$ cat config.mk
export PLATFORM = sky130hd
export DESIGN_NAME = ssw_status
export DESIGN_NICKNAME = d
export VERILOG_FILES = /design/src/ssw_pkg.sv /design/src/ssw_status.sv
export SDC_FILE = /design/constraint.sdc
export NUM_CORES = 1
export LEC_CHECK = 0
export ABC_AREA = 1
export BUFFER_PORTS_ARGS = -buffer_cell sky130_fd_sc_hd__clkbuf_2
export CAP_MARGIN = 20
export CORE_AREA = 2 2 126 128
export CTS_BUF_LIST = sky130_fd_sc_hd__clkbuf_2
export DETAILED_ROUTE_END_ITERATION = 16
export DIE_AREA = 0 0 128 130
export PLACE_DENSITY_LB_ADDON = 0.12
export SLEW_MARGIN = 30
export SYNTH_ARGS = -nofsm -noshare
export SYNTH_HDL_FRONTEND = slang
export SYNTH_SLANG_ARGS = --single-unit
$ cat constraint.sdc
create_clock -name clk -period 2.2 [get_ports clk]
set_input_delay 0.55 -clock clk [delete_from_list [all_inputs] [get_ports clk]]
set_output_delay 0.55 -clock clk [all_outputs]
set_load 0.02 [all_outputs]
$ cat src/ssw_pkg.sv
// How it works
// Both positioning-done flags follow completion
// Torque-clamped flag follows torque limiting
// Zero-speed flag follows zero-speed detection
// Speed-match flag follows speed coincidence
// Each warning output follows its selection
// Selector zero gives OR of warnings
// Selectors one to ten pick one warning
// Software writes only codes zero to ten
// Warnings hold one to ten seconds, or forever
// Battery and lifetime warnings never time out
// Mask bit one suppresses that warning
// Mask bit positions per warning source
// Load factors at 85 percent raise warnings
// Fan stopped one second raises warning
// Too many consecutive link errors raise warning
// Energy-saving fan stop raises no warning
// Position-command flag while command applied
// Speed-limited flag while torque control limits
// Clearable-alarm flag for clearable alarms
// Speed-command flag under speed control only
// Battery and lifetime routable as codes 3, 8
// Speed-arrival flag at or above threshold
// Per-source latching, outputs from latched vector
package ssw_pkg;

    // =========================================
    // Warning indices (selector code minus one)
    localparam int NUM_WARN = 10;
    localparam int W_OVERLOAD = 0;
    localparam int W_REGEN = 1;
    localparam int W_BATTERY = 2;
    localparam int W_FAN = 3;
    localparam int W_ENC_COMM = 4;
    localparam int W_ENC_HEAT = 5;
    localparam int W_OSC = 6;
    localparam int W_LIFE = 7;
    localparam int W_SCL_ERR = 8;
    localparam int W_SCL_COMM = 9;

    // =========================================
    // Selector codes
    localparam logic [3:0] SEL_ALL = 4'h0;
    localparam logic [3:0] SEL_MAX = 4'ha;

    // Mask bit position of each warning, index 0 rightmost
    localparam logic [9:0][3:0] MASK_POS = {4'ha, 4'h8, 4'h2, 4'h9, 4'h3,
                                            4'h4, 4'h6, 4'h0, 4'h5, 4'h7};

    // =========================================
    // Thresholds, times and reset values
    localparam logic [7:0] LOAD_WARN_PCT = 8'h55;
    localparam logic [3:0] HOLD_NO_LIMIT = 4'h0;
    localparam logic [3:0] HOLD_MAX_SEC = 4'ha;
    localparam longint CLK_HZ = 20_000_000;
    localparam longint SEC_MS = 1000;
    localparam longint FAN_STOP_MS = 1000;
    localparam longint SEC_CYC = CLK_HZ * SEC_MS / 1000;
    localparam longint FAN_STOP_CYC = CLK_HZ * FAN_STOP_MS / 1000;
    localparam logic [31:0] CNT_RST = 32'h0;
    localparam logic [7:0] ERR_RST = 8'h0;

    // =========================================
    // Carriers
    typedef struct packed {
        logic positioning_complete;
        logic positioning_complete_second;
        logic torque_at_limit;
        logic speed_is_zero;
        logic speed_coincident;
        logic [15:0] motor_speed;
        logic [15:0] arrival_speed;
        logic position_cmd_active;
        logic speed_limit_active;
        logic alarm_clearable;
        logic speed_cmd_active;
        logic speed_control_mode;
    } ssw_motion_t;

    typedef struct packed {
        logic [7:0] load_factor;
        logic [7:0] regen_factor;
        logic battery_low;
        logic fan_stopped;
        logic fan_saving_stop;
        logic enc_comm_err;
        logic enc_comm_ok;
        logic [7:0] enc_err_limit;
        logic enc_overheat;
        logic oscillation;
        logic life_short;
        logic scale_alarm;
        logic scale_comm_err;
        logic scale_comm_ok;
        logic [7:0] scale_err_limit;
    } ssw_warn_in_t;

    typedef struct packed {
        logic positioning_done;
        logic positioning_done_second;
        logic torque_clamped_flag;
        logic zero_speed_flag;
        logic speed_match_flag;
        logic speed_arrival_flag;
        logic position_cmd_flag;
        logic speed_limited_flag;
        logic clearable_alarm_flag;
        logic speed_cmd_flag;
    } ssw_flags_t;

    typedef struct packed {
        ssw_flags_t flags;
        logic [9:0] latch;
        logic [9:0][3:0] hold;
        logic [31:0] sec_cnt;
        logic tick;
        logic [31:0] fan_cnt;
        logic [7:0] enc_err;
        logic [7:0] scl_err;
    } ssw_state_t;

endpackage

$ cat src/ssw_status.sv
`timescale 1ns/1ps
module ssw_status #(
    parameter longint SEC_CYCLES = ssw_pkg::SEC_CYC,
    parameter longint FAN_CYCLES = ssw_pkg::FAN_STOP_CYC
) (
    input wire logic clk,
    input wire logic rst,
    input wire ssw_pkg::ssw_motion_t motion,
    input wire ssw_pkg::ssw_warn_in_t warn_in,
    input wire logic [3:0] warning_select_a,
    input wire logic [3:0] warning_select_b,
    input wire logic [3:0] warning_hold_time,
    input wire logic [10:0] warning_mask,
    input wire logic warning_clear,
    output ssw_pkg::ssw_flags_t flags,
    output logic [9:0] warning_latched,
    output logic warning_out_a,
    output logic warning_out_b,
    output logic status_output_five,
    output logic status_output_six
);
    import ssw_pkg::*;

    // =========================================
    // Elaboration checks
    generate
        if (SEC_CYCLES < 1 || SEC_CYCLES > 64'hffff_ffff)
        begin : g_bad_sec
            $error("Second prescaler count out of range");
        end
        if (FAN_CYCLES < 1 || FAN_CYCLES > 64'hffff_fffe)
        begin : g_bad_fan
            $error("Fan stop count out of range");
        end
    endgenerate

    localparam logic [31:0] SEC_LAST = 32'(SEC_CYCLES - 1);
    localparam logic [31:0] FAN_LIMIT = 32'(FAN_CYCLES);

    // =========================================
    // Selector decode, shared by both outputs
    function automatic logic route_warn(input logic [3:0] sel, input logic [9:0] vec);
        logic r;
        r = 1'b0;
        // Code zero gives OR of all
        if (sel == SEL_ALL)
        begin
            r = |vec;
        end
        // Codes one to ten pick one warning
        else if (sel <= SEL_MAX)
        begin
            r = vec[sel - 4'h1];
        end
        return r;
    endfunction

    // =========================================
    // State
    ssw_state_t state_q; // Registered state
    ssw_state_t state_d; // Next state
    logic [9:0] raw; // Unmasked raw detections
    logic [9:0] masked; // Mask bit per warning
    logic [9:0] det; // Enabled detections
    logic [9:0] no_limit; // Warnings that never time out

    // =========================================
    // Raw warning detection
    always_comb
    begin
        raw = '0;
        // Load factor thresholds
        raw[W_OVERLOAD] = warn_in.load_factor >= LOAD_WARN_PCT;
        raw[W_REGEN] = warn_in.regen_factor >= LOAD_WARN_PCT;
        raw[W_BATTERY] = warn_in.battery_low;
        // Fan stopped one second
        raw[W_FAN] = state_q.fan_cnt >= FAN_LIMIT;
        // Consecutive error limits
        raw[W_ENC_COMM] = state_q.enc_err > warn_in.enc_err_limit;
        raw[W_SCL_COMM] = state_q.scl_err > warn_in.scale_err_limit;
        raw[W_ENC_HEAT] = warn_in.enc_overheat;
        raw[W_OSC] = warn_in.oscillation;
        raw[W_LIFE] = warn_in.life_short;
        raw[W_SCL_ERR] = warn_in.scale_alarm;
    end

    // Mask lookup and enabled detections
    generate
        for (genvar i = 0; i < NUM_WARN; i++)
        begin : g_mask
            // Mask bit positions
            assign masked[i] = warning_mask[MASK_POS[i]];
            // Masked warnings suppressed
            assign det[i] = raw[i] & ~masked[i];
            // Battery and lifetime fixed
            assign no_limit[i] = (i == W_BATTERY) || (i == W_LIFE)
                                 || (warning_hold_time == HOLD_NO_LIMIT);
        end
    endgenerate

    // =========================================
    // Next state
    always_comb
    begin
        state_d = state_q;

        // Motion flags, one cycle behind their conditions
        // Positioning done, both variants
        state_d.flags.positioning_done = motion.positioning_complete;
        state_d.flags.positioning_done_second = motion.positioning_complete_second;
        // Torque clamp flag
        state_d.flags.torque_clamped_flag = motion.torque_at_limit;
        // Zero speed flag
        state_d.flags.zero_speed_flag = motion.speed_is_zero;
        // Speed match flag
        state_d.flags.speed_match_flag = motion.speed_coincident;
        // Speed arrival compare
        state_d.flags.speed_arrival_flag = motion.motor_speed >= motion.arrival_speed;
        // Position command flag
        state_d.flags.position_cmd_flag = motion.position_cmd_active;
        // Speed limited flag
        state_d.flags.speed_limited_flag = motion.speed_limit_active;
        // Clearable alarm flag
        state_d.flags.clearable_alarm_flag = motion.alarm_clearable;
        // Speed command gating
        state_d.flags.speed_cmd_flag = motion.speed_cmd_active & motion.speed_control_mode;

        // One-second tick for the hold timers
        state_d.tick = 1'b0;
        if (state_q.sec_cnt >= SEC_LAST)
        begin
            state_d.sec_cnt = CNT_RST;
            state_d.tick = 1'b1;
        end
        else
        begin
            state_d.sec_cnt = state_q.sec_cnt + 32'h1;
        end

        // Energy-saving fan stop ignored
        if (warn_in.fan_stopped && !warn_in.fan_saving_stop)
        begin
            // Saturate at the one-second limit
            if (state_q.fan_cnt < FAN_LIMIT)
            begin
                state_d.fan_cnt = state_q.fan_cnt + 32'h1;
            end
        end
        else
        begin
            state_d.fan_cnt = CNT_RST;
        end

        // Encoder consecutive error count
        if (warn_in.enc_comm_err)
        begin
            // Error wins over a good frame in the same cycle
            if (state_q.enc_err != 8'hff)
            begin
                state_d.enc_err = state_q.enc_err + 8'h1;
            end
        end
        else if (warn_in.enc_comm_ok)
        begin
            state_d.enc_err = ERR_RST;
        end

        // Scale consecutive error count
        if (warn_in.scale_comm_err)
        begin
            if (state_q.scl_err != 8'hff)
            begin
                state_d.scl_err = state_q.scl_err + 8'h1;
            end
        end
        else if (warn_in.scale_comm_ok)
        begin
            state_d.scl_err = ERR_RST;
        end

        // Latch and hold each warning on its own
        for (int i = 0; i < NUM_WARN; i++)
        begin
            // Independent per-source latch
            if (masked[i])
            begin
                // Masked source drops its latch
                state_d.latch[i] = 1'b0;
                state_d.hold[i] = 4'h0;
            end
            else if (det[i])
            begin
                // Active source sets latch and reloads timer
                state_d.latch[i] = 1'b1;
                state_d.hold[i] = warning_hold_time;
            end
            else if (state_q.latch[i] && warning_clear)
            begin
                // Software clear, only when source is gone
                state_d.latch[i] = 1'b0;
                state_d.hold[i] = 4'h0;
            end
            // Timed hold expiry
            else if (state_q.latch[i] && !no_limit[i] && state_q.tick)
            begin
                if (state_q.hold[i] <= 4'h1)
                begin
                    state_d.latch[i] = 1'b0;
                    state_d.hold[i] = 4'h0;
                end
                else
                begin
                    state_d.hold[i] = state_q.hold[i] - 4'h1;
                end
            end
        end
    end

    // =========================================
    // State register
    always_ff @(posedge clk)
    begin
        if (rst)
        begin
            state_q <= '0;
        end
        else
        begin
            state_q <= state_d;
        end
    end

    // =========================================
    // Outputs
    assign flags = state_q.flags;
    assign warning_latched = state_q.latch;
    // Selector routing, code 0 ORs all, 1..10 single
    assign warning_out_a = route_warn(warning_select_a, state_q.latch);
    assign warning_out_b = route_warn(warning_select_b, state_q.latch);
    // Default assignments of the two fixed status pins
    assign status_output_five = state_q.flags.zero_speed_flag;
    assign status_output_six = state_q.flags.torque_clamped_flag;

    // =========================================
    // Assertions

    // Helper: cycles the fan has been stopped outside energy saving
    logic [31:0] fan_seen_q;
    always_ff @(posedge clk)
    begin
        if (rst || !warn_in.fan_stopped || warn_in.fan_saving_stop)
        begin
            fan_seen_q <= CNT_RST;
        end
        else if (fan_seen_q < FAN_LIMIT + 32'h1)
        begin
            fan_seen_q <= fan_seen_q + 32'h1;
        end
    end

    // OR of all warnings
    sel_all_or_a: assert property (@(posedge clk) disable iff (rst)
        (warning_select_a == SEL_ALL) |-> (warning_out_a == |state_q.latch))
        else $error("Output a is not the OR of all warnings");

    // Single-warning routing
    sel_single_b_a: assert property (@(posedge clk) disable iff (rst)
        (warning_select_b >= 4'h1 && warning_select_b <= SEL_MAX)
        |-> (warning_out_b == state_q.latch[warning_select_b - 4'h1]))
        else $error("Output b does not follow selected warning");

    // Battery route code three
    battery_route_a: assert property (@(posedge clk) disable iff (rst)
        (warning_select_a == 4'h3 && !warning_mask[0] && warn_in.battery_low)
        ##1 (warning_select_a == 4'h3) |-> warning_out_a)
        else $error("Battery warning not routed on code three");

    // Overload threshold
    overload_raise_a: assert property (@(posedge clk) disable iff (rst)
        (!warning_mask[7] && warn_in.load_factor >= LOAD_WARN_PCT)
        |=> state_q.latch[W_OVERLOAD])
        else $error("Overload warning not raised at threshold");

    // Masking suppresses detection
    mask_suppress_a: assert property (@(posedge clk) disable iff (rst)
        warning_mask[5] |=> !state_q.latch[W_REGEN])
        else $error("Masked regeneration warning still latched");

    // Battery latch never times out
    battery_hold_a: assert property (@(posedge clk) disable iff (rst)
        (state_q.latch[W_BATTERY] && !warning_clear && !warning_mask[0])
        |=> state_q.latch[W_BATTERY])
        else $error("Battery warning dropped without clear");

    // Fan warning after one second
    fan_raise_a: assert property (@(posedge clk) disable iff (rst)
        (fan_seen_q == FAN_LIMIT + 32'h1 && !warning_mask[6] && !$past(warning_mask[6]))
        |-> state_q.latch[W_FAN])
        else $error("Fan warning missing after stop time");

    // Energy-saving stop never warns
    fan_saving_a: assert property (@(posedge clk) disable iff (rst)
        warn_in.fan_saving_stop |=> (state_q.fan_cnt == CNT_RST))
        else $error("Fan timer runs during energy saving");

    // Speed command flag gating
    speed_cmd_a: assert property (@(posedge clk) disable iff (rst)
        ##1 (flags.speed_cmd_flag == ($past(motion.speed_cmd_active)
                                     && $past(motion.speed_control_mode))))
        else $error("Speed command flag wrong");

    // Speed arrival compare
    arrival_flag_a: assert property (@(posedge clk) disable iff (rst)
        (motion.motor_speed >= motion.arrival_speed) |=> flags.speed_arrival_flag)
        else $error("Speed arrival flag missing");

    // Torque clamp tracks into pin six
    torque_pin_a: assert property (@(posedge clk) disable iff (rst)
        motion.torque_at_limit ##1 1'b1 |-> (status_output_six && flags.torque_clamped_flag))
        else $error("Torque clamp flag or pin six missing");

    // Encoder error count over limit
    enc_comm_a: assert property (@(posedge clk) disable iff (rst)
        (state_q.enc_err > warn_in.enc_err_limit && !warning_mask[4])
        |=> state_q.latch[W_ENC_COMM])
        else $error("Encoder communication warning not raised");

    // Scale error count over limit
    scale_comm_a: assert property (@(posedge clk) disable iff (rst)
        (state_q.scl_err > warn_in.scale_err_limit && !warning_mask[10])
        |=> state_q.latch[W_SCL_COMM])
        else $error("Scale communication warning not raised");

    // Lifetime latch never times out
    life_hold_a: assert property (@(posedge clk) disable iff (rst)
        (state_q.latch[W_LIFE] && !warning_clear && !warning_mask[2])
        |=> state_q.latch[W_LIFE])
        else $error("Lifetime warning dropped without clear");

    // Timed latch only drops on a tick
    hold_tick_a: assert property (@(posedge clk) disable iff (rst)
        (state_q.latch[W_OVERLOAD] && !state_q.tick && !warning_clear
         && !warning_mask[7])
        |=> state_q.latch[W_OVERLOAD])
        else $error("Overload warning dropped between ticks");

    // Zero speed tracks into pin five
    zero_pin_a: assert property (@(posedge clk) disable iff (rst)
        motion.speed_is_zero |=> (status_output_five && flags.zero_speed_flag))
        else $error("Zero speed flag or pin five missing");

    // Both positioning flags follow completion
    pos_done_a: assert property (@(posedge clk) disable iff (rst)
        (motion.positioning_complete && motion.positioning_complete_second)
        |=> (flags.positioning_done && flags.positioning_done_second))
        else $error("Positioning done flags missing");

endmodule

# After elaboration in Yosys (flattened, before gate mapping)
# Cells that the tools add are included.
# word_totals
register_bits	133
inputBits	111
out_inout_bits	24
elab_cells	251
# op_classes
add_sub_neg	14
n_lt_le_gt_ge	20
eq_ne	4
mux	83
bitwise	22
n_reduce_logical	75
# op_table
operator	count
2-to-1 mux 4 bit	32
adder 32 x 1 -> 32 bit, second input constant	2
>= comparator 32 x 25 -> 1 bit, second input constant	2
2-to-1 mux 8 bit	6
nonzero test 3 bit	16
2-to-1 mux 1 bit	43
subtractor 4 x 1 -> 4 bit, second input constant	10
<= comparator 4 x 1 -> 1 bit, second input constant	8
less-than comparator 32 x 25 -> 1 bit, second input constant	1
logical AND 1 bit	27
OR reduction 2 bit	12
AND reduction 2 bit	10
adder 8 x 1 -> 8 bit, second input constant	2
>= comparator 16 bit	1
>= comparator 8 x 7 -> 1 bit, second input constant	2
> comparator 8 bit	2
inequality test 8 bit, second input constant	2
logical NOT 4 bit	3
bitwise AND 1 bit	11
inverter 1 bit	11
less-than comparator 4 x 5 -> 1 bit, second input constant	2
OR reduction 10 bit	1
binary-select mux 1 bit (select 4 bit)	2
<= comparator 4 bit, second input constant	2
other kinds (3)	8

# Logic depth before layout (Yosys ltp)
# Gate-level depths: netlist (run 1).
# logic_depth
ltp_word	7
ltp_mapped	12

# Worst setup path after synthesis (run 1)
# Ideal clock, no wire load.
# synth_timing
path_type	input port to output port
start	input port warning_select_a[0]
end	output port warning_out_a
arrival_time_ns	1.603
required_time_ns	1.650
path_slack_ns	0.047
cell_stages	7
path_buffers	0
path_cell_list	inv_1 > ha_1 > o211ai_1 > nand2_1 > o211ai_1 > nand4_1 > o21ai_0
# synth_via
elab_chain_len	5
# synth_rtl
element	line	source
start, declared	ssw_status.sv:10	input wire logic [3:0] warning_select_a,
subtractor 4 x 1 -> 4 bit	ssw_status.sv:53	r = vec[sel - 4'h1];
binary-select mux 1 bit (select 4 bit)	ssw_status.sv:53	
2-to-1 mux 1 bit (not written as such)	ssw_status.sv:53	
2-to-1 mux 1 bit	ssw_status.sv:51	else if (sel <= SEL_MAX)
2-to-1 mux 1 bit *	ssw_status.sv:46	if (sel == SEL_ALL)
end, declared	ssw_status.sv:17	output logic warning_out_a,
# Every way passes the cells marked *; elsewhere a longest branch is shown, timed or not. The select of a mux whose other input is x is not followed.

# Worst setup path in the final report (run 1)
# layout_timing
start	register state_q, in the netlist warning_latched[0]
end	output port warning_out_b
# layout_via
elab_chain_len	4
# layout_rtl
element	line	source
start, declared	ssw_status.sv:60	ssw_state_t state_q;
start signal, assigned	ssw_status.sv:229	state_q <= state_d;
binary-select mux 1 bit (select 4 bit)	ssw_status.sv:53	
2-to-1 mux 1 bit (not written as such)	ssw_status.sv:53	
2-to-1 mux 1 bit	ssw_status.sv:51	
2-to-1 mux 1 bit *	ssw_status.sv:46	
end, declared	ssw_status.sv:18	output logic warning_out_b,
# Marks and branches as above.

==> qor.yml, run 1 <==
worst_slack_ps: -264
hold_class: "in -> reg"
slowest_delay_ps: 390
fill_cells: 1501
globalplace.congestion: 0.856
initial_utilization: 0.536
worst_slew_pin_slew_ps: 499
wirelength_mm: 18.3
synthArstFlopShare: 0
startpoint: "warning_latched[0]"
r2r_slack_ps: 280
fin_worst_skew_ps: 31.6
dr.pass1.iters: 8
fin_util: 0.617
cts.sinks: 133
slew_viol_final: 0
crit_required_ps: 1650
synth_common_cells: "195 x nor2_1, 184 x nand2_1, 173 x inv_1"
status: "finished, violations left"
cp_cell_sequence: "buf_6, nand2_1, o211ai_1, o211ai_1, o211ai_1, nand4_1, o21ai_1, buf_4"
area_growth_pct: 15.2
cts_buffers: 17
drt.antenna.violating_nets: 0
drt-initial-drc-count: 573
num_rows: 46
synth_top_area_cell: "dfxtp_1"
critPathMaxFanout: 6
rsz0062_at_grt: "true"
die_x_um: 128
holdWs_ps: 95.1
grt-ovfl-total: 0
finalHoldViolations: 0
netlist.area_leader.share: 0.322
die-area_um2: 16600
fin_crit_sh: 1.12
viasPerCell: 5.03
dp_hpwl_mm: 13.7
crit_type: "reg -> out"
htree_levels: 4
r2r_cells: 8
synth_enable_flop_cells: 0
antenna_found_initial: 1
r2r-end: "state_q[63]"
insertion_delay_ps: 680
slew_headroom: 0.667
hold_depth: 3
hold_start: "warn_in[13]"
peakVddDrop_uv: 297
cts.path.max_buffers: 2
maxCapViolations: 0
p_leak_nw: 4.31
syn_inst: 1189
synth.cell_area_um2: 8260
yosysWarnings: 0
cts-root-buf: "clkbuf_2"
max_freq_mhz: 406
critPathLaunchType: "flop"
ys.flop_type: "dfxtp_1"
finalNonFillerCells: 1555
io_buffers: 133
track_usage: 0.229
grt_pass1_vias: 7223
r2r_start: "state_q[49]"
grt_pass1_wl_mm: 31.5
synth_area_leaders: "dfxtp_1 32%, nor2_1 8.9%, ha_1 8.6%"
synth_seq_cells: 133
min_period_ps: 2460
critPathArrivalTime_ps: 1910
critPathBufInv: 2
violations: "setup timing"
setup_viol: 2
fin_nets: 1520
drc: 0
synthDistinctLibCells: 49
synth.most_common_cell: "nor2_1"
io_pins: 135
synth_area_per_cell_um2: 6.95
vias: 7814
die_h_um: 130
ys_seq_area_frac: 0.322
hold_end: "warning_latched[5]"
cts_tree: "done"
drive_gt1_frac: 0.179
crit_path_top_delay_cell: "dfxtp_2"
dp_cells: 1508
cp_top_family: "compound AO/OA/AOI/OAI gates"
cts.clk_slew.worst_paths_ps: 190
post_drt_wl_per_cell_um: 11.8
grt_max_degree: 33
power_density_nw_per_um2: 468
crit_cells: 8
dpl_worst_slack_ps: -149
cp_common_cell: "o211ai_1"
end_kind: "output pin"
core_um2: 15400
timing repair:
action,4_1_cts,5_1_grt
gates resized for setup,23,4
buffers inserted,5,0
pin swaps,1,4
setup endpoints to repair,2,2
hold buffers,12,0
endpoints found under the hold margin,11,0
flip-flops by register name, summed over array words and instances, names as in the netlist:
name / cells
flags: 8
state_q: 113
warning_latched: 10
status_output_five: 1
status_output_six: 1
where the power goes:
part	leakage [nW]	total, mW	switching, mW	internal (mW)
logic	3.11	0.705	0.392	0.313
clock network	0.114	1.26	0.877	0.379
registers	1.09	2.50	0.0389	2.46
logic make-up (layout without fill, tap and decap cells):
family | Yosys count | count (layout) | share of synthesized area
and+or+nand+nor | 517 | 517 | 0.279
buffers and inverters | 216 | 383 | 0.112
AOI/OAI and AO/OA | 212 | 212 | 0.144
DFF | 133 | 133 | 0.322
adders and majority gates | 57 | 57 | 0.0863
xor gates and xnor gates | 53 | 53 | 0.0562
other | 1 | 8 | 0.000454
cell usage in the layout (no fill, tap or decap), types with 3 or more instances in the layout:
cell type,count
xor2_1,21
nand3_2,5
inv_1,170
o22ai_1,6
o211ai_1,9
nor2_2,5
o2111ai_1,3
nand2_1,184
a31o_2,4
a21oi_1,77
buf_4,33
or2_2,3
dfxtp_1,124
nor2_1,195
inv_2,4
a211oi_1,10
o21bai_1,6
dlygate4sd3_1,12
nand3_1,50
o21a_1,3
nor2_4,4
a21boi_0,3
o21ai_0,75
nor3_1,27
o21ai_1,10
clkinv_2,3
clkinv_1,3
dfxtp_2,7
nor3_2,3
xnor2_1,32
nand4_1,23
ha_1,57
nor3b_1,4
conb_1,7
clkbuf_2,149
metrics by stage:
step                      TNS (ps)  area [µm²]  total power, mW
after floorplan                  0        8290             2.98
after global placement        -287        9140             3.21
after detailed placement      -283        9140             3.22
after CTS                     -616        9520             4.51
after global routing          -918        9520             4.72
final                         -521        9520             4.46
cell type report:
| class | count | area (µm²) | area share |
|---|---|---|---|
| multi-input combinational | 846 | 4710 | 0.494 |
| sequential | 133 | 2680 | 0.281 |
| timing repair buffer | 178 | 1050 | 0.110 |
| inverter | 176 | 666 | 0.0699 |
| tap | 192 | 240 | 0.0252 |
| clock buffer | 18 | 90.1 | 0.00946 |
| clock inverter | 11 | 88.8 | 0.00933 |
| antenna | 1 | 2.50 | 0.000263 |
routing by layer:
layer	wire length, µm	track usage	vias up
met5	0	0	-
met4	128	0.0562	0
met3	1040	0.0513	9
met2	8500	0.389	182
met1	8620	0.298	3464
li1	-	-	4159
worst max-delay path by stage:
stage | to | slack (ps)
2_1_floorplan | warning_out_a | 50
4_1_cts | warning_out_b | -330
5_1_grt | warning_out_b | -470
6_report | warning_out_b | -260
3_5_place_dp | warning_out_b | -150
3_3_place_gp | warning_out_b | -160
tightest hold or removal path: cells and delay by family:
| kind | cells | cell delay, ps |
|---|---|---|
| compound gates | 1 | 60 |
| buf+inv | 2 | 140 |
No activity file was read; power rests on OpenSTA's default activity.
==> inputs of run 2 (changes only) <==
ABC_AREA = 0   (was 1)
BUFFER_PORTS_ARGS = -buffer_cell sky130_fd_sc_hd__buf_4   (was -buffer_cell sky130_fd_sc_hd__clkbuf_2)
CORE_AREA = 2 2 123 125   (was 2 2 126 128)
DIE_AREA = 0 0 125 127   (was 0 0 128 130)
==> qor.yml, run 2 <==
antenna_found_initial: 1  # unchanged
io_pins: 135  # unchanged
syn_inst: 975  # -18%
insertion_delay_ps: 730  # +50 ps
crit_type: "reg -> out"
htree_levels: 4  # unchanged
grt_pass1_vias: 7060  # -2.3%
cp_common_cell: "buf_4"
area_growth_pct: 25.1
synthDistinctLibCells: 67  # +37%
grt_pass1_wl_mm: 31.2  # -0.81%
tns_ps: -1400  # -881 ps
multi_input_area_um2: 4770  # +1.4%
synth.most_common_cell: "dfxtp_1"
busiest_layer: "met2"
cts_tree: "done"
ys_seq_area_frac: 0.339  # +0.0171
grt_use_met3: 0.0461  # -0.00519
largest_register: "state_q"
die-area_um2: 15900  # -4.6%
fin_nets: 1326  # -13%
drc: 0  # unchanged
synth_seq_cells: 133  # unchanged
dpl_cell_area_um2: 9400  # +2.8%
yosysWarnings: 0  # unchanged
synth_common_cells: "133 x dfxtp_1, 112 x nor2_1, 82 x a21oi_1"
vias: 7429  # -4.9%
largest_reg_flops: 113  # unchanged
cp_top_family: "simple AND/OR/NAND/NOR gates"
maxCapViolations: 0  # unchanged
holdWs_ps: 74.6  # -20.5 ps
die_x_um: 125  # -2.3%
crit_path_top_delay_cell: "or4_4"
crit_required_ps: 1650  # about the same
worst_slew_pin_slew_ps: 748  # +249 ps
hold_class: "in -> reg"
setup_viol: 2  # unchanged
rsz0062_at_grt: "true"
fin_worst_skew_ps: 24.4  # -7.22 ps
viasPerCell: 5.48  # +9.0%
critPathMaxFanout: 2  # -4
grt-ovfl-total: 0  # unchanged
critPathArrivalTime_ps: 2360  # +450 ps
track_usage: 0.234  # +0.00490
p_int_mw: 3.50  # +11%
finalHoldViolations: 0  # unchanged
critPathBufInv: 2  # unchanged
cts-root-buf: "clkbuf_2"
cts.clk_slew.worst_paths_ps: 180  # about the same
peakVddDrop_uv: 442  # +49%
max_freq_mhz: 344  # -15%
comb_power_share: 0.171  # +0.013
slowest_delay_ps: 550  # +160 ps
use_met1: 0.289  # -0.00906
netlist.area_leader.share: 0.339  # +0.0171
synth_enable_flop_cells: 0  # unchanged
cp_cell_sequence: "or4_4, nor4_4, buf_4, nand3_2, nand2_2, a211oi_2, buf_4"
power.share.sequential: 0.519  # -0.041
drt-initial-drc-count: 286  # -50%
cts.path.max_buffers: 2  # unchanged
dp_cells: 1309  # -13%
final_cell_mix: "191 x buf_4, 125 x dfxtp_1, 112 x nor2_1"
finalNonFillerCells: 1356  # -13%
use_met2: 0.409  # +0.0204
status: "finished, violations left"
synthArstFlopShare: 0  # unchanged
grt_max_degree: 41  # +24%
fill_cells: 1260  # -16%
synth_top_area_cell: "dfxtp_1"
slew_headroom: 0.497  # -0.170
drive_gt1_frac: 0.236  # +0.0565
initial_utilization: 0.544  # +0.00838
num_rows: 44  # -4.3%
clock_power_share: 0.310  # +0.028
seq_area_um2: 2670  # -0.23%
core_um2: 14400  # -6.5%
critPathLaunchType: "flop"
synth.cell_area_um2: 7850  # -5.0%
power.switching_mw: 1.30  # -0.64%
p_leak_nw: 4.15  # -3.7%
die_h_um: 127  # -2.3%
synth_area_leaders: "dfxtp_1 34%, ha_1 9.1%, nor2_1 5.4%"
ys.flop_type: "dfxtp_1"
post_drt_wl_per_cell_um: 13.5  # +15%
violations: "setup timing"
fin_area_um2: 9820  # +3.1%
worst_slack_ps: -709  # -445 ps
end_kind: "output pin"
switching_share: 0.270  # -0.0227
io_buffers: 133  # unchanged
fin_crit_sh: 1.32  # +0.202
fin_util: 0.681  # +0.0636
dr.pass1.iters: 5  # -3
cts_buffers: 17  # unchanged
drt.antenna.violating_nets: 0  # unchanged
wirelength_mm: 18.3  # +0.30%
slew_viol_final: 0  # unchanged
globalplace.congestion: 0.843  # -1.5%
cts.sinks: 133  # unchanged
dp_hpwl_mm: 13.6  # -0.36%
min_period_ps: 2910  # +445 ps
power_density_nw_per_um2: 489  # +4.4%
synth_area_per_cell_um2: 8.05  # +16%
final_common_cell: "buf_4"
==> run 2: metal layers <==
| metal | vias up | wire [µm] | part of all wire |
|---|---|---|---|
| met4 | 0 | 289 | 0.016 |
| met1 | 3428 | 8390 | 0.46 |
| met5 | - | 0 | 0 |
| met2 | 146 | 8910 | 0.49 |
| li1 | 3827 | - | - |
| met3 | 28 | 765 | 0.042 |
==> run 2: area by class of cell <==
| class | count | area share |
|---|---|---|
| diodes | 1 | 0.000255 |
| clock buffers | 19 | 0.00968 |
| clock inverters | 13 | 0.0141 |
| inverters | 70 | 0.0288 |
| multi-input cells | 728 | 0.486 |
| flip-flops and latches | 133 | 0.272 |
| well taps | 184 | 0.0234 |
| repair buffers | 208 | 0.165 |
==> run 2: final timing paths <==
kind	startpoint	endpoint	slack, ps	cells past startpoint
worst max register to register	state_q[35]	state_q[31]	80	5
worst max-delay path	warning_latched[3]	warning_out_a	-710	7
worst min-delay path	warn_in[26]	warning_latched[2]	70	3
worst min register to register	state_q[49]	state_q[49]	490	1
==> run 2: what timing repair did <==
| item | in CTS | in global routing |
|---|---|---|
| gates resized for setup | 6 | 9 |
| hold endpoints to repair | 14 | 0 |
| setup endpoints to repair | 2 | 9 |
| pin swaps | 6 | 2 |
| hold buffers | 14 | 0 |
| gates cloned | 0 | 0 |
| setup buffers | 0 | 0 |
==> run 2: metrics by stage <==
stage | worst slack, ps | power, mW
floorplan | -277 | 3.01
global placement | -329 | 3.32
detailed placement | -364 | 3.33
CTS | -743 | 4.85
global route | -837 | 5.06
finish | -709 | 4.80
==> run 2: tightest hold or removal path, stage by stage <==
cell,delay [ps]
buf_4,80
a21oi_1,30
nor3_1,110
==> run 2: logic make-up (layout without fill, tap and decap cells) <==
kind of cell	Yosys count	count (layout)	synth area share
multiplexers	18	18	0.0269
other	1	8	0.000478
flip-flops	133	133	0.339
XOR/XNOR	40	40	0.0446
AO/OA/AOI/OAI	233	233	0.190
buffers and inverters	120	310	0.0687
adder cells (fa/ha/maj)	57	57	0.0909
AND/OR/NAND/NOR	373	373	0.239
==> run 2: power by group through the flow <==
stage               clock network, mW  logic, mW  registers (mW)
detailed placement                  0      0.791            2.54
global route                     1.64      0.917            2.50
floorplan                           0      0.468            2.54
finish                           1.49      0.823            2.49
global placement                    0      0.777            2.54
CTS                              1.54      0.819            2.49
==> inputs of run 3 (changes only) <==
CELL_PAD_IN_SITES_DETAIL_PLACEMENT = 1   (was not set)
CELL_PAD_IN_SITES_GLOBAL_PLACEMENT = 2   (was not set)
CORE_AREA = 2 2 155 157   (was 2 2 123 125)
DIE_AREA = 0 0 157 159   (was 0 0 125 127)
==> qor.yml, run 3 (synthesis results as in run 2) <==
hold_class: "in -> reg"
cp_common_cell: "buf_4"
area_growth_pct: 28.4
largest_reg_flops: 113  # unchanged
slowest_delay_ps: 530  # -20 ps
status: "finished, violations left"
max_freq_mhz: 353  # +2.7%
finalHoldViolations: 0  # unchanged
grt_pass1_wl_mm: 37.3  # +20%
fin_worst_skew_ps: 37.5  # +13.1 ps
critPathMaxFanout: 2  # unchanged
critPathLaunchType: "flop"
slew_headroom: 0.491  # -0.00586
wirelength_mm: 22.5  # +23%
antenna_found_initial: 1  # unchanged
drt.antenna.violating_nets: 0  # unchanged
fin_crit_sh: 1.29  # -0.0350
die_h_um: 159  # +25%
seq_area_um2: 2680  # +0.14%
track_usage: 0.183  # -0.0511
largest_register: "state_q"
initial_utilization: 0.338  # -0.206
cts-root-buf: "clkbuf_2"
fin_nets: 1338  # +0.90%
violations: "setup timing"
crit_type: "reg -> out"
dpl_cell_area_um2: 9620  # +2.4%
fin_area_um2: 10100  # +2.6%
core_um2: 23200  # +61%
grt-ovfl-total: 0  # unchanged
post_drt_wl_per_cell_um: 15.0  # +11%
drc: 0  # unchanged
num_rows: 56  # +27%
final_common_cell: "buf_4"
worst_slack_ps: -632  # +77.1 ps
io_buffers: 133  # unchanged
crit_required_ps: 1650  # about the same
vias: 7562  # +1.8%
cp_cell_sequence: "or4_4, nor4_4, buf_4, nand3_2, nand2_2, a211oi_2, buf_4"
slew_viol_final: 0  # unchanged
maxCapViolations: 0  # unchanged
crit_path_top_delay_cell: "or4_4"
cts.sinks: 133  # unchanged
power_density_nw_per_um2: 473  # -3.2%
cts.clk_slew.worst_paths_ps: 180  # about the same
p_leak_nw: 4.20  # +1.2%
multi_input_area_um2: 4800  # +0.47%
die_x_um: 157  # +26%
grt_max_degree: 26  # -37%
cts.path.max_buffers: 2  # unchanged
rsz0062_at_grt: "true"
io_pins: 135  # unchanged
end_kind: "output pin"
viasPerCell: 5.03  # -8.1%
htree_levels: 4  # unchanged
worst_slew_pin_slew_ps: 757  # +8.72 ps
holdWs_ps: 86.2  # +11.6 ps
cts_tree: "done"
cts_buffers: 17  # unchanged
insertion_delay_ps: 700  # -30 ps
die-area_um2: 25000  # +57%
critPathArrivalTime_ps: 2280  # -80 ps
grt_pass1_vias: 7696  # +9.0%
setup_viol: 2  # unchanged
min_period_ps: 2830  # -77.1 ps
dr.pass1.iters: 4  # -1
final_cell_mix: "202 x buf_4, 124 x dfxtp_1, 112 x nor2_1"
dp_hpwl_mm: 16.7  # +22%
fill_cells: 2822  # +120%
peakVddDrop_uv: 247  # -44%
drt-initial-drc-count: 322  # +13%
globalplace.congestion: 0.808  # -4.2%
drive_gt1_frac: 0.247  # +0.0113
==> run 3: cell types whose count changed in the layout (fill, tap and decap cells not counted), sizes merged <==
| cell | before | now |
|---|---|---|
| clkinv | 8 | 7 |
| clkinvlp | 2 | 3 |
| dlygate4sd3 | 14 | 15 |
| bufinv | 3 | 2 |
| buf | 194 | 205 |
==> run 3: final timing paths <==
kind	startpoint	end	slack, ps	cells past startpoint
max	warning_latched[3]	warning_out_a	-630	7
max reg2reg	state_q[38]	state_q[36]	120	5
min	warn_in[13]	warning_latched[5]	90	3
min reg2reg	state_q[49]	state_q[49]	490	1
==> run 3: power breakdown <==
group	switching, mW	internal, mW	total (mW)
clock	0.925	0.502	1.43
combinational	0.416	0.433	0.849
sequential	0.0343	2.46	2.49
==> run 3: repair_timing <==
item | CTS | global route
resized for setup | 11 | 11
gates cloned | 0 | 0
hold buffers | 15 | 0
pin swaps | 7 | 5
setup buffers | 0 | 3
hold endpoints to repair | 14 | 0
setup endpoints to repair | 4 | 10
==> run 3: area by class of cell <==
class / instances / area share
Antenna cell: 1 / 0.000248
Clock buffer: 19 / 0.00944
Timing Repair Buffer: 220 / 0.170
Clock inverter: 12 / 0.0113
Sequential cell: 133 / 0.266
Multi-Input combinational cell: 728 / 0.476
Tap cell: 319 / 0.0396
Inverter: 70 / 0.0281
==> run 3: metrics by stage <==
stage | power, mW | worst slack (ps) | instances | setup TNS [ps] | utilization
2_1_floorplan | 3.01 | -277 | 981 | -519 | -
6_report | 4.77 | -632 | 1502 | -1260 | 0.434
3_5_place_dp | 3.36 | -356 | 1452 | -825 | 0.415
3_3_place_gp | 3.35 | -332 | 1452 | -665 | 0.415
4_1_cts | 4.85 | -744 | 1498 | -1480 | 0.432
5_1_grt | 5.05 | -777 | 1502 | -1610 | 0.434
==> run 3: critical path, delay by kind of cell (launching register included) <==
kind	cells	cell delay, ps
buf+inv	2	330
compound gates	1	40
flops	1	370
simple gates	4	870
==> run 3: metal layers <==
layer | vias to the layer above | routed length (µm) | GRT usage
li1 | 3850 | - | -
met1 | 3602 | 11100 | 0.244
met2 | 100 | 10600 | 0.310
met3 | 10 | 692 | 0.0286
met4 | 0 | 160 | 0.0400
met5 | - | 0 | 0
